`config.mk`:
```
export PLATFORM = sky130hd
export DESIGN_NAME = hpio_top
export DESIGN_NICKNAME = d
export VERILOG_FILES = /design/src/rtl/hpio_pkg.sv /design/src/rtl/hpio_top.sv
export VERILOG_INCLUDE_DIRS = /design/src /design/src/rtl
export SDC_FILE = /design/constraint.sdc
export NUM_CORES = 1
export LEC_CHECK = 0
export BUFFER_PORTS_ARGS = -buffer_cell sky130_fd_sc_hd__clkbuf_2
export CORE_ASPECT_RATIO = 0.75
export CORE_MARGIN = 8
export CORE_UTILIZATION = 55
export DETAILED_ROUTE_END_ITERATION = 10
export PLACE_DENSITY = 0.82
export SLEW_MARGIN = 20
export SYNTH_ARGS = -nofsm -noshare
export SYNTH_HDL_FRONTEND = slang
export SYNTH_SLANG_ARGS = --single-unit
```
`constraint.sdc`:
```
create_clock -name sys_clk_i -period 3.6 [get_ports sys_clk_i]
set_clock_uncertainty 0.2 [all_clocks]
set_input_delay 0 -clock sys_clk_i [delete_from_list [all_inputs] [get_ports sys_clk_i]]
set_output_delay 0 -clock sys_clk_i [all_outputs]
set_load 0.03 [all_outputs]
```
`src/rtl/hpio_map.svh`:
```
// Purpose: offsets, reset values and timing counts of the handler parallel io block
// Assumes: 40 MHz system clock
// Notes: times in ns, counts derived from the clock period
`ifndef HPIO_MAP_SVH
`define HPIO_MAP_SVH
// ****************************************
// clock and timing
// ****************************************
`define HPIO_CLK_PERIOD_NS 25
`define HPIO_STROBE_DELAY_NS 100
`define HPIO_STROBE_WIDTH_NS 1000
`define HPIO_TRIG_MIN_NS 1000
`define HPIO_USER_DELAY_NS 600
// least times round up, delay rounds down, none below one cycle
`define HPIO_STROBE_DELAY_CYC (`HPIO_STROBE_DELAY_NS / `HPIO_CLK_PERIOD_NS)
`define HPIO_STROBE_WIDTH_CYC \
   ((`HPIO_STROBE_WIDTH_NS + `HPIO_CLK_PERIOD_NS - 1) / `HPIO_CLK_PERIOD_NS)
`define HPIO_TRIG_MIN_CYC \
   ((`HPIO_TRIG_MIN_NS + `HPIO_CLK_PERIOD_NS - 1) / `HPIO_CLK_PERIOD_NS)
`define HPIO_USER_DELAY_CYC (`HPIO_USER_DELAY_NS / `HPIO_CLK_PERIOD_NS)
// ****************************************
// combined lane selectors and reset values
// ****************************************
`define HPIO_SEL_E 2'h0
`define HPIO_SEL_F 2'h1
`define HPIO_SEL_G 2'h2
`define HPIO_SEL_H 2'h3
`define HPIO_BIT_INDEX 6
`define HPIO_BIT_READY 7
`define HPIO_RST_AB_OUT 1'b1
`define HPIO_RST_CD_OUT 1'b0
`define HPIO_RST_LEVEL 1'b1
`endif

```
`src/rtl/hpio_pkg.sv`:
```
// Purpose: types shared by the handler parallel io block
// Assumes: used with hpio_map.svh
// Notes: nothing is imported; use hpio_pkg::name
package hpio_pkg;
   // ****************************************
   // lane configuration and software write
   // ****************************************
   typedef struct packed {
      logic [3:0] dir_out;   // per lane a..d, 1 = output
      logic route_ctrl;      // index/ready replace lane b bits 6,7
      logic [1:0] follow;    // follow-input setting of user outputs
   } hpio_cfg_type;
   typedef struct packed {
      logic lane_we;         // one-cycle write of one base lane
      logic [1:0] lane_sel;  // 0..3 = a..d
      logic [7:0] lane_data;
      logic comb_we;         // one-cycle write of a combined lane
      logic [1:0] comb_sel;  // e, f, g, h
      logic [23:0] comb_data;
      logic [1:0] user_we;   // direct set of user outputs
      logic [1:0] user_level;
   } hpio_wr_type;
   typedef enum logic [1:0] {st_idle, st_delay, st_pulse} hpio_strobe_type;
endpackage

```
`src/rtl/hpio_top.sv`:
```
// Purpose: handler parallel io: four lanes, combined views, user io, status lines
// Assumes: pins are active low as seen on the connector; sys_clk_i 40 MHz
// Notes: port data is kept in true logic, pins carry inverted levels
`timescale 1ns/1ps
`include "hpio_map.svh"

// Summary of operation
// RL1 - lanes set only by software configuration
// RL2 - lanes a and b are eight bits
// RL3 - routed indications replace lane b bits 6,7
// RL4 - combined 16-bit e and 8-bit f lanes
// RL5 - combined 20-bit g and 24-bit h lanes
// RL6 - combined bit order d, c, b, a
// RL7 - combined write only if members output
// RL8 - combined lanes read and written whole
// RL9 - slash signals are active low pins
// RL10 - user input low pulse sets outputs by follow
// RL11 - software sets user output levels directly
// RL12 - index goes low when sweeps are done
// RL13 - handler configures lanes before measuring
// RL14 - handler holds trigger low one microsecond
// RL15 - ready output low when trigger acceptable
// RL16 - write strobe one microsecond after 0.1 us
// RL17 - user input falling edges are recorded
// RL18 - every external input double synchronised
module hpio_top (
   // clock and reset
   input wire logic sys_clk_i,
   input wire logic reset_i,
   // software configuration and writes
   input wire hpio_pkg::hpio_cfg_type cfg_i,
   input wire hpio_pkg::hpio_wr_type wr_i,
   input wire logic [1:0] comb_rd_sel_i,
   input wire logic edge_clr_i,
   // measurement status
   input wire logic sweeps_done_i,
   input wire logic trig_ready_i,
   // lane pins, active low, three signals each
   input wire logic [23:0] lane_n_i,
   output logic [23:0] lane_n_o,
   output logic [23:0] lane_oe_o,
   // control pins, active low
   input wire logic user_in_n_i,
   input wire logic ext_trig_n_i,
   output logic [1:0] user_out_n_o,
   output logic wr_strobe_n_o,
   // results to software
   output logic [23:0] lane_rd_o,
   output logic [23:0] comb_rd_o,
   output logic comb_wr_refused_o,
   output logic user_edge_o,
   output logic trig_o
);
   // ****************************************
   // input synchronisers
   // ****************************************
   logic [25:0] sync1;
   logic [25:0] sync2;
   logic [25:0] sync3;
   // three stages: the edge detectors read only the second and third
   always_ff @(posedge sys_clk_i) begin
      if (reset_i) begin
         sync1 <= 26'h3ff_ffff;
         sync2 <= 26'h3ff_ffff;
         sync3 <= 26'h3ff_ffff;
      end else begin
         sync1 <= {ext_trig_n_i, user_in_n_i, lane_n_i}; // RL18
         sync2 <= sync1;
         sync3 <= sync2;
      end
   end
   logic [23:0] lane_in;
   logic user_fall;
   logic trig_low;
   assign lane_in = ~sync2[23:0];              // RL9
   assign user_fall = sync3[24] & ~sync2[24];  // RL17
   assign trig_low = ~sync2[25];

   // ****************************************
   // lane output registers
   // ****************************************
   logic [23:0] lane_out;
   logic [23:0] next_lane_out;
   logic [23:0] dir_mask;
   logic comb_ok;
   logic [23:0] comb_mask;
   logic any_write;
   // per-bit direction mask, lane order d c b a from msb (RL6)
   assign dir_mask = {{4{cfg_i.dir_out[3]}}, {4{cfg_i.dir_out[2]}},
                      {8{cfg_i.dir_out[1]}}, {8{cfg_i.dir_out[0]}}};
   always_comb begin
      comb_mask = 24'h00_0000;
      comb_ok = 1'b0;
      unique case (wr_i.comb_sel)
         `HPIO_SEL_E: begin
            comb_mask = 24'h00_ffff;            // RL4
            comb_ok = &cfg_i.dir_out[1:0];      // RL7
         end
         `HPIO_SEL_F: begin
            comb_mask = 24'hff_0000;            // RL4
            comb_ok = &cfg_i.dir_out[3:2];      // RL7
         end
         `HPIO_SEL_G: begin
            comb_mask = 24'h0f_ffff;            // RL5
            comb_ok = &cfg_i.dir_out[2:0];      // RL7
         end
         `HPIO_SEL_H: begin
            comb_mask = 24'hff_ffff;            // RL5
            comb_ok = &cfg_i.dir_out;           // RL7
         end
      endcase
   end
   // only software writes move lane data; nothing from the measurement does
   always_comb begin
      next_lane_out = lane_out;
      any_write = 1'b0;
      if (wr_i.lane_we) begin
         any_write = 1'b1;
         unique case (wr_i.lane_sel)
            2'h0: next_lane_out[7:0] = wr_i.lane_data;        // RL2
            2'h1: next_lane_out[15:8] = wr_i.lane_data;       // RL2
            2'h2: next_lane_out[19:16] = wr_i.lane_data[3:0];
            2'h3: next_lane_out[23:20] = wr_i.lane_data[3:0];
         endcase
      end else if (wr_i.comb_we && comb_ok) begin
         any_write = 1'b1;
         // combined value packed from bit 0: f's data is shifted up to lanes c,d
         if (wr_i.comb_sel == `HPIO_SEL_F) begin
            next_lane_out[23:16] = wr_i.comb_data[7:0];       // RL8
         end else begin
            next_lane_out = (lane_out & ~comb_mask) | (wr_i.comb_data & comb_mask); // RL8
         end
      end
   end
   always_ff @(posedge sys_clk_i) begin
      if (reset_i) begin
         lane_out <= 24'h00_0000;  // logic 0 shows high on the pins
      end else begin
         lane_out <= next_lane_out; // RL1
      end
   end

   // ****************************************
   // pin drive, routing of index and ready
   // ****************************************
   logic [23:0] pin_val;
   logic [23:0] pin_oe;
   always_comb begin
      pin_val = lane_out;
      pin_oe = dir_mask;
      if (cfg_i.route_ctrl) begin
         // lane b keeps six bits; top two carry status
         pin_val[8 + `HPIO_BIT_INDEX] = sweeps_done_i; // RL3 RL12
         pin_val[8 + `HPIO_BIT_READY] = trig_ready_i;  // RL3 RL15
         pin_oe[8 + `HPIO_BIT_INDEX] = 1'b1;
         pin_oe[8 + `HPIO_BIT_READY] = 1'b1;
      end
   end
   always_ff @(posedge sys_clk_i) begin
      if (reset_i) begin
         lane_n_o <= 24'hff_ffff;
         lane_oe_o <= 24'h00_0000;
      end else begin
         lane_n_o <= ~pin_val;  // RL9
         lane_oe_o <= pin_oe;
      end
   end

   // ****************************************
   // read back of lanes and combined lanes
   // ****************************************
   logic [23:0] lane_view;
   logic [23:0] comb_view;
   assign lane_view = (lane_out & dir_mask) | (lane_in & ~dir_mask);
   always_comb begin
      unique case (comb_rd_sel_i)
         `HPIO_SEL_E: comb_view = {8'h00, lane_view[15:0]};   // RL8
         `HPIO_SEL_F: comb_view = {16'h0000, lane_view[23:16]};
         `HPIO_SEL_G: comb_view = {4'h0, lane_view[19:0]};
         `HPIO_SEL_H: comb_view = lane_view;                  // RL6
      endcase
   end
   always_ff @(posedge sys_clk_i) begin
      if (reset_i) begin
         lane_rd_o <= 24'h00_0000;
         comb_rd_o <= 24'h00_0000;
         comb_wr_refused_o <= 1'b0;
      end else begin
         lane_rd_o <= lane_view;
         comb_rd_o <= comb_view;
         comb_wr_refused_o <= wr_i.comb_we & ~comb_ok;  // RL7
      end
   end

   // ****************************************
   // write strobe: delay then low pulse
   // ****************************************
   localparam int unsigned DLY = `HPIO_STROBE_DELAY_CYC;
   localparam int unsigned WID = `HPIO_STROBE_WIDTH_CYC;
   hpio_pkg::hpio_strobe_type st;
   hpio_pkg::hpio_strobe_type next_st;
   logic [5:0] st_cnt;
   logic [5:0] next_st_cnt;
   // a new write restarts the sequence, so a write during a pulse cuts that pulse short
   always_comb begin
      next_st = st;
      next_st_cnt = st_cnt + 6'd1;
      if (any_write) begin
         next_st = hpio_pkg::st_delay;
         next_st_cnt = 6'd1;
      end else begin
         unique case (st)
            hpio_pkg::st_idle: next_st_cnt = 6'd0;
            hpio_pkg::st_delay: if (st_cnt == 6'(DLY)) begin
               next_st = hpio_pkg::st_pulse;
               next_st_cnt = 6'd1;
            end
            hpio_pkg::st_pulse: if (st_cnt == 6'(WID)) begin
               next_st = hpio_pkg::st_idle;
               next_st_cnt = 6'd0;
            end
         endcase
      end
   end
   always_ff @(posedge sys_clk_i) begin
      if (reset_i) begin
         st <= hpio_pkg::st_idle;
         st_cnt <= 6'd0;
      end else begin
         st <= next_st;   // RL16
         st_cnt <= next_st_cnt;
      end
   end
   assign wr_strobe_n_o = (st != hpio_pkg::st_pulse); // RL16

   // ****************************************
   // user input, outputs, trigger qualification
   // ****************************************
   logic [1:0] user_lvl;
   logic [1:0] next_user_lvl;
   logic [4:0] user_cnt;
   logic [4:0] next_user_cnt;
   logic user_edge;
   logic next_user_edge;
   logic [5:0] trig_cnt;
   logic [5:0] next_trig_cnt;
   logic next_trig;
   localparam int unsigned UDL = `HPIO_USER_DELAY_CYC;
   localparam int unsigned TMIN = `HPIO_TRIG_MIN_CYC;
   // follow action lands about 0.6 us after the input edge
   always_comb begin
      next_user_lvl = user_lvl;
      next_user_cnt = (user_cnt != 5'd0) ? user_cnt - 5'd1 : 5'd0;
      next_user_edge = user_edge & ~edge_clr_i;
      if (user_fall) begin
         next_user_edge = 1'b1;           // RL17 set wins over clear
         next_user_cnt = 5'(UDL);
      end
      if (user_cnt == 5'd1) begin
         // follow 1 drives low (logic 1), follow 0 drives high
         next_user_lvl = cfg_i.follow;    // RL10
      end
      for (int i = 0; i < 2; i++) begin
         if (wr_i.user_we[i]) begin
            next_user_lvl[i] = wr_i.user_level[i]; // RL11
         end
      end
      next_trig_cnt = trig_low ? ((trig_cnt == 6'(TMIN)) ? trig_cnt : trig_cnt + 6'd1)
                               : 6'd0;
      next_trig = trig_low && (trig_cnt == 6'(TMIN - 1));
   end
   always_ff @(posedge sys_clk_i) begin
      if (reset_i) begin
         user_lvl <= 2'b00;
         user_cnt <= 5'd0;
         user_edge <= 1'b0;
         trig_cnt <= 6'd0;
         trig_o <= 1'b0;
      end else begin
         user_lvl <= next_user_lvl;
         user_cnt <= next_user_cnt;
         user_edge <= next_user_edge;
         trig_cnt <= next_trig_cnt;   // RL14
         trig_o <= next_trig;
      end
   end
   assign user_out_n_o = ~user_lvl;   // RL9
   assign user_edge_o = user_edge;

   // ****************************************
   // checks
   // ****************************************
   // strobe low time counted, since forty cycles is too long to repeat in a property
   logic [5:0] low_run;
   always_ff @(posedge sys_clk_i) begin
      if (reset_i || wr_strobe_n_o) begin
         low_run <= 6'd0;
      end else begin
         low_run <= low_run + 6'd1;
      end
   end
   a_strobe_width: assert property (@(posedge sys_clk_i) disable iff (reset_i) // RL16
      $rose(wr_strobe_n_o) && st == hpio_pkg::st_idle |-> low_run == 6'(WID))
      else $error("write strobe not one microsecond long");
   a_strobe_delay: assert property (@(posedge sys_clk_i) disable iff (reset_i) // RL16
      any_write |=> wr_strobe_n_o [*4] ##1 (!wr_strobe_n_o || st == hpio_pkg::st_delay))
      else $error("write strobe not after the delay");
   a_comb_refuse: assert property (@(posedge sys_clk_i) disable iff (reset_i) // RL7
      wr_i.comb_we && !comb_ok && !wr_i.lane_we |=> $stable(lane_out))
      else $error("combined write changed lanes with an input member");
   a_lane_stable: assert property (@(posedge sys_clk_i) disable iff (reset_i) // RL1
      !wr_i.lane_we && !wr_i.comb_we |=> $stable(lane_out))
      else $error("lane data changed without a write");
   a_index_route: assert property (@(posedge sys_clk_i) disable iff (reset_i) // RL3
      cfg_i.route_ctrl |=> lane_n_o[14] == !$past(sweeps_done_i))
      else $error("index not on lane b bit six");
   a_ready_route: assert property (@(posedge sys_clk_i) disable iff (reset_i) // RL15
      cfg_i.route_ctrl |=> lane_n_o[15] == !$past(trig_ready_i))
      else $error("ready not on lane b bit seven");
   a_edge_record: assert property (@(posedge sys_clk_i) disable iff (reset_i) // RL17
      user_fall |=> user_edge_o)
      else $error("user input edge not recorded");
   a_user_follow: assert property (@(posedge sys_clk_i) disable iff (reset_i) // RL10
      user_cnt == 5'd1 && wr_i.user_we == 2'b00 |=> user_out_n_o == ~$past(cfg_i.follow))
      else $error("user output did not follow the input pulse");
   a_user_direct: assert property (@(posedge sys_clk_i) disable iff (reset_i) // RL11
      wr_i.user_we == 2'b11 |=> user_out_n_o == ~$past(wr_i.user_level))
      else $error("direct user level not applied");
   a_lane_pins: assert property (@(posedge sys_clk_i) disable iff (reset_i) // RL9
      !cfg_i.route_ctrl |=> lane_n_o[7:0] == ~$past(lane_out[7:0]))
      else $error("lane a pins not inverted data");
   c_comb_write: cover property (@(posedge sys_clk_i) wr_i.comb_we && comb_ok);
   c_strobe: cover property (@(posedge sys_clk_i) $rose(wr_strobe_n_o));
   c_trigger: cover property (@(posedge sys_clk_i) trig_o);
   c_follow: cover property (@(posedge sys_clk_i) user_cnt == 5'd1);
endmodule

```
==> results of run 1 <==
power breakdown:
part / total (mW) / internal (mW) / switching, mW
Combinational: 0.631 / 0.285 / 0.346
Clock: 1.96 / 1.18 / 0.781
Sequential: 2.11 / 2.06 / 0.0509
Total: 4.71 / 3.53 / 1.18
placed cells by master (no fill, tap or decap), types with 5 or more instances in the layout:
master / netlist / layout
clkbuf_2: 0 / 182
dfxtp_1: 178 / 178
dlygate4sd3_1: 0 / 124
nor2_1: 81 / 80
or2_2: 54 / 54
nand2_1: 54 / 54
mux2i_1: 43 / 43
inv_1: 31 / 31
a21oi_1: 26 / 26
clkbuf_16: 0 / 17
nor3_1: 14 / 14
a21o_1: 12 / 12
o21ai_0: 12 / 12
a22oi_1: 8 / 8
and2_1: 8 / 8
ha_1: 8 / 8
nor2b_1: 7 / 7
xnor2_1: 6 / 6
nand3_1: 5 / 5
buf_4: 20 / 5
path summary, 6_finish.rpt:
path	start	endpoint	slack, ps	cells past startpoint
setup / recovery	cfg_i[3]	flip-flop	70	10
hold / removal	wr_i[39]	flip-flop	40	4
setup reg to reg	user_cnt[0]$_SDFF_PP0_	user_lvl[1]$_SDFFE_PP0P_	1140	7
hold reg to reg	sync1[10]$_SDFF_PP1_	sync2[10]$_SDFF_PP1_	210	1
per-stage QoR:
step	utilization	setup WS [ps]	hold WS [ps]	power (mW)
after floorplan	-	1560	-96.2	2.49
after CTS	0.792	24.6	3.77	4.68
after global routing	0.794	-17.1	52.6	4.85
after detailed placement	0.628	1340	-16.1	2.65
after global placement	0.628	1480	-16.2	2.61
final	0.794	74.3	42.4	4.71
timing repair:
| action | 4_1_cts | 5_1_grt |
|---|---|---|
| endpoints found under the setup margin | 0 | 2 |
| endpoints found under the hold margin | 106 | 0 |
| hold buffers | 124 | 0 |
| setup buffers | 0 | 3 |
| resized for setup | 0 | 1 |
kinds of logic after synthesis:
logic type / after synthesis / synth area share
muxes: 45 / 0.0720
DFF: 178 / 0.566
xor gates and xnor gates: 10 / 0.0139
AOI/OAI and AO/OA: 73 / 0.0767
buffers and inverters: 82 / 0.0622
and+or+nand+nor: 247 / 0.193
adders and majority gates: 8 / 0.0159
final cells by class:
class / instances / share of cell area
Clock inverter: 12 / 0.0200
Sequential cell: 178 / 0.395
Tap cell: 144 / 0.0200
Timing Repair Buffer: 311 / 0.243
Antenna cell: 1 / 0.000277
Inverter: 32 / 0.0133
Clock buffer: 19 / 0.0491
Multi-Input combinational cell: 383 / 0.260
worst register-to-register path: cells and delay by family (launching register included):
family	cells	cell delay, ps
compound gates	1	110
simple gates	3	630
fa+ha+maj	1	150
flops	1	380
mux	1	270
buf+inv	1	570
per-layer routing:
layer / up-vias / track usage
li1: 2627 / -
met2: 274 / 0.478
met1: 2685 / 0.270
met4: 0 / 0.112
met5: - / 0
met3: 48 / 0.0809
synth_stat cells, drive strengths merged (12+ instances only):
cell type    n
mux2i       43
buf         25
nand2       54
or2         54
clkbuf      25
inv         32
a21o        12
dfxtp      178
nor3        14
nor2        83
a21oi       26
o21ai       12
==> reports/metrics.yaml, run 1 <==
run_status: "completed"
clk_root_buffer_cell: "clkbuf_16"
io-pin-count: 184
timing.max_slew.rel_slack: 0.371
grt_overflow: 0
critical-path-max-stage-delay_ps: 600
post_drt_wl_per_cell_um: 18.2
core_area_um2: 11400
synthArstFlopShare: 0
fin_crit_sh: 0.979
layout.nets: 1013
post_synthesis_to_final_layout_area_growth_pct: 43.3
post-synth-top-area-cell: "dfxtp_1"
place.gp.congestion: 0.879
worst_setup_path_start_kind: "primary input"
critical_path.endpoint_type: "flip-flop"
cts.htree.levels: 4
multiInputGateArea_um2: 2340
filler_cell_count: 656
die-area_um2: 15200
cp.required_ps: 3710
power_density_nw_per_um2: 522
synthesized_instance_count: 643
hold_class: "in2reg"
max_cap_viol_count: 0
place.detailed.instances: 921
clock.fmax_ghz: 0.284
finalHoldViolations: 0
final-max-slew-violation-count: 0
synth_fp_nets: 733
seq_area_frac_synth: 0.566
final-seq-area_um2: 3560
worstSkewPairLatency_ps: 420
ys_warn_count: 0
met3WireLength_um: 1690
port_buffers: 183
path_clk_slew_ps: 70
synth.top_cell.area_share: 0.566
yosys_register_bits: 178
drt-total-wl_um: 19700
area_contributors_post_synth: "dfxtp_1, mux2i_1, or2_2, nor2_1, nand2_1"
detail_route.iter0.violations: 389
syn-mean-instance-area_um2: 9.79
critical_path.cell_chain: "dlygate4sd3_1 -> clkbuf_2 -> nor4bb_1 -> a31oi_1 -> a2111oi_4 -> buf_4 -> o21ai_0 -> dlygate4sd3_1 -> o311a_1 -> dlygate4sd3_1"
synth_cell_type_count: 51
initial_core_util: 0.554
grt_pass1_vias: 5982
setup_viol_count_final: 0
tritoncts_clock_tree: "built"
worst-setup-path-type: "in2reg"
viasPerCell: 5.22
crit_top_cell: "dlygate4sd3_1"
route.layer.met1.wl_um: 7320
power.static_leakage_nw: 4.13
maximum_clock_insertion_buffer_count: 2
post-route-drc-count: 0
total_number_of_vias: 5634
timing_worst_slew_pin_value_ps: 942
shortest_clock_period_the_worst_path_allows_after_layout_ps: 3530
finish.cell_count_without_fillers: 1080
largest_net_degree_at_the_start_of_global_routing: 78
drive_above_1_share: 0.303
detail_route.first_pass.iterations: 5
netlist_area_um2: 6290
grt_pass1_wl_um: 30700
groute.usage.overall: 0.258
cts_num_sinks: 178
chipHeight_um: 109
timing.critical_path.fanout_max: 12
top_layer_used: "met4"
cts_inserted_buffers: 17
setup_total_negative_slack_ps: 0
post_dp_cell_area_um2: 7130
ir_worst_vdd_v: 0.000477
die_w_um: 140
critical_path_buf_inv_count: 5
cpLargestDelayFamily: "buffers and inverters"
drtAntennaViolNets: 0
dr_wl_met2_um: 10100
floorplan.rows: 34
critical_path.slowest_cell: "dlygate4sd3_1"
synth_flop_cell: "dfxtp_1"
synth_enable_flop_cells: 0
worst-endpoint-arrival_ps: 3630
antenna_found_initial: 1
detailed_place_hpwl_um: 12300
post-route-cell-area_um2: 9020
(Power assumes the default switching activity.)
==> run 2, diff against run 1 <==
- CORE_UTILIZATION: 55 -> 46
- PLACE_DENSITY: 0.82 -> 0.73
- clock period: 3.6 -> 2.89 ns (I/O delays scaled with it)
==> reports/metrics.yaml, run 2 (same netlist as run 1, synthesis figures left out) <==
timing.critical_path.fanout_max: 21  # was 12
worst_setup_path_start_kind: "primary input"  # unchanged
met3WireLength_um: 1380  # was 1690 um
drtAntennaViolNets: 0  # unchanged
critical_path.slowest_cell: "dlygate4sd3_1"  # unchanged
detail_route.first_pass.iterations: 4  # was 5
n_antenna_cell: 0  # was 1
core_area_um2: 13600  # was 11400 um^2
path_clk_slew_ps: 70  # about the same
drive_above_1_share: 0.310  # was 0.303
setup_viol_count_final: 0  # unchanged
ir_worst_vdd_v: 0.000441  # was 0.000477 V
finalHoldViolations: 0  # unchanged
shortest_clock_period_the_worst_path_allows_after_layout_ps: 2740
chipHeight_um: 117  # was 109 um
worstSkewPairLatency_ps: 430  # was 420 ps
antenna_found_initial: 0  # was 1
dr_wl_met2_um: 8160  # was 10100 um
floorplan.rows: 37  # was 34
viasPerCell: 4.76  # was 5.22
power.static_leakage_nw: 4.01  # was 4.13 nW
setup_total_negative_slack_ps: 0  # unchanged
fin_crit_sh: 0.949
cp.required_ps: 3060  # was 3710 ps
clock.fmax_ghz: 0.365
timing_worst_slew_pin_value_ps: 1120  # was 942 ps
place.gp.congestion: 0.825  # was 0.879
final-max-slew-violation-count: 0  # unchanged
cts_inserted_buffers: 17  # unchanged
largest_net_degree_at_the_start_of_global_routing: 70  # was 78
io-pin-count: 184  # unchanged
post-route-cell-area_um2: 8810  # was 9020 um^2
run_status: "completed"  # unchanged
maximum_clock_insertion_buffer_count: 2  # unchanged
crit_top_cell: "dlygate4sd3_1"  # unchanged
total_number_of_vias: 5201  # was 5634
cts.htree.levels: 4  # unchanged
grt_pass1_wl_um: 27000  # was 30700 um
worst-endpoint-arrival_ps: 2910  # was 3630 ps
critical_path.cell_chain: "dlygate4sd3_1 -> clkbuf_2 -> nand2_1 -> or3b_4 -> a2111oi_4 -> buf_4 -> nor2_4 -> o31ai_1 -> dlygate4sd3_1"  # was dlygate4sd3_1 -> clkbuf_2 -> nor4bb_1 -> a31oi_1 -> a2111oi_4 -> buf_4 -> o21ai_0 -> dlygate4sd3_1 -> o311a_1 -> dlygate4sd3_1
post_drt_wl_per_cell_um: 16.0  # was 18.2 um
final_cell_mix: "clkbuf_2, dfxtp_1, dlygate4sd3_1"  # unchanged
finish.cell_count_without_fillers: 1092  # was 1080
die_w_um: 151  # was 140 um
rsz_0062_raised_after_global_routing: "false"
place.detailed.instances: 954  # was 921
detailed_place_hpwl_um: 12400  # was 12300 um
mostFrequentLayoutCell: "clkbuf_2"  # unchanged
power_density_nw_per_um2: 630  # was 522 nW/um^2
max_cap_viol_count: 0  # unchanged
groute.usage.overall: 0.199  # was 0.258
tritoncts_clock_tree: "built"  # unchanged
detail_route.iter0.violations: 250  # was 389
initial_core_util: 0.464  # was 0.554
worst-setup-path-type: "in2reg"  # unchanged
post_synthesis_to_final_layout_area_growth_pct: 40.1  # was 43.3%
hold_class: "in2reg"  # unchanged
cts_num_sinks: 178  # unchanged
post_dp_cell_area_um2: 7180  # was 7130 um^2
grt_pass1_vias: 5213  # was 5982
die-area_um2: 17700  # was 15200 um^2
critical_path.endpoint_type: "flip-flop"  # unchanged
route.layer.met1.wl_um: 7620  # was 7320 um
port_buffers: 183  # unchanged
top_layer_used: "met4"  # unchanged
grt_overflow: 0  # unchanged
timing.max_slew.rel_slack: 0.255  # was 0.371
critical-path-max-stage-delay_ps: 570  # was 600 ps
layout.nets: 994  # was 1013
post-route-drc-count: 0  # unchanged
clk_root_buffer_cell: "clkbuf_16"  # unchanged
drt-total-wl_um: 17400  # was 19700 um
run 2: cell count changes in the layout (fill, tap and decap cells not counted), moves of 2 or more:
cell,previous run,this run
dlygate4sd3_1,124,105
bufinv_16,4,0
inv_8,1,5
clkinv_4,1,4
clkinv_2,3,1
run 2: path summary, 6_finish.rpt:
path,slack [ps],depth (start not counted),end,start
setup reg to reg,400,7,user_lvl[0]$_SDFFE_PP0P_,user_cnt[0]$_SDFF_PP0_
hold / removal,10,4,flip-flop,wr_i[28]
hold reg to reg,210,1,lane_n_o[12]$_SDFF_PP1_,flip-flop
setup / recovery,150,9,flip-flop,cfg_i[4]
run 2: metrics by stage:
stage | setup slack [ps] | utilization | hold slack (ps) | power [mW]
floorplan | 854 | - | -96.2 | 3.11
global placement | 717 | 0.529 | -17.6 | 3.27
detailed placement | 651 | 0.529 | -15.7 | 3.28
CTS | 51.0 | 0.649 | 2.16 | 5.59
global route | 20.7 | 0.650 | 31.4 | 5.79
finish | 147 | 0.650 | 12.4 | 5.56
run 2: power breakdown:
part | internal, mW | switching (mW)
Combinational | 0.341 | 0.399
Clock | 1.14 | 1.05
Sequential | 2.57 | 0.0570
Total | 4.05 | 1.50
run 2: area by class of cell:
type                            instances  area [um^2]
Sequential cell                       178         3560
Tap cell                              175          219
Fill cell                            1116         4750
Inverter                               32          120
Timing Repair Buffer                  292         2000
Clock inverter                         15          145
Multi-Input combinational cell        383         2340
Clock buffer                           17          425
run 2: routing by layer:
layer | up-vias | track usage
met5 | - | 0
met4 | 0 | 0.0671
met3 | 21 | 0.0619
met2 | 178 | 0.330
met1 | 2411 | 0.243
li1 | 2591 | -
run 2: worst max-delay path: cells and delay by family:
family / cells / cell delay [ps]
AOI/OAI and AO/OA: 2 / 580
buffers and inverters: 4 / 1690
and+or+nand+nor: 3 / 630
run 2: timing repair:
item / in CTS / in global routing
hold endpoints to repair: 94 / 0
hold buffers: 105 / 0
endpoints found under the setup margin: 0 / 5
setup buffers: 0 / 1
resized for setup: 0 / 1
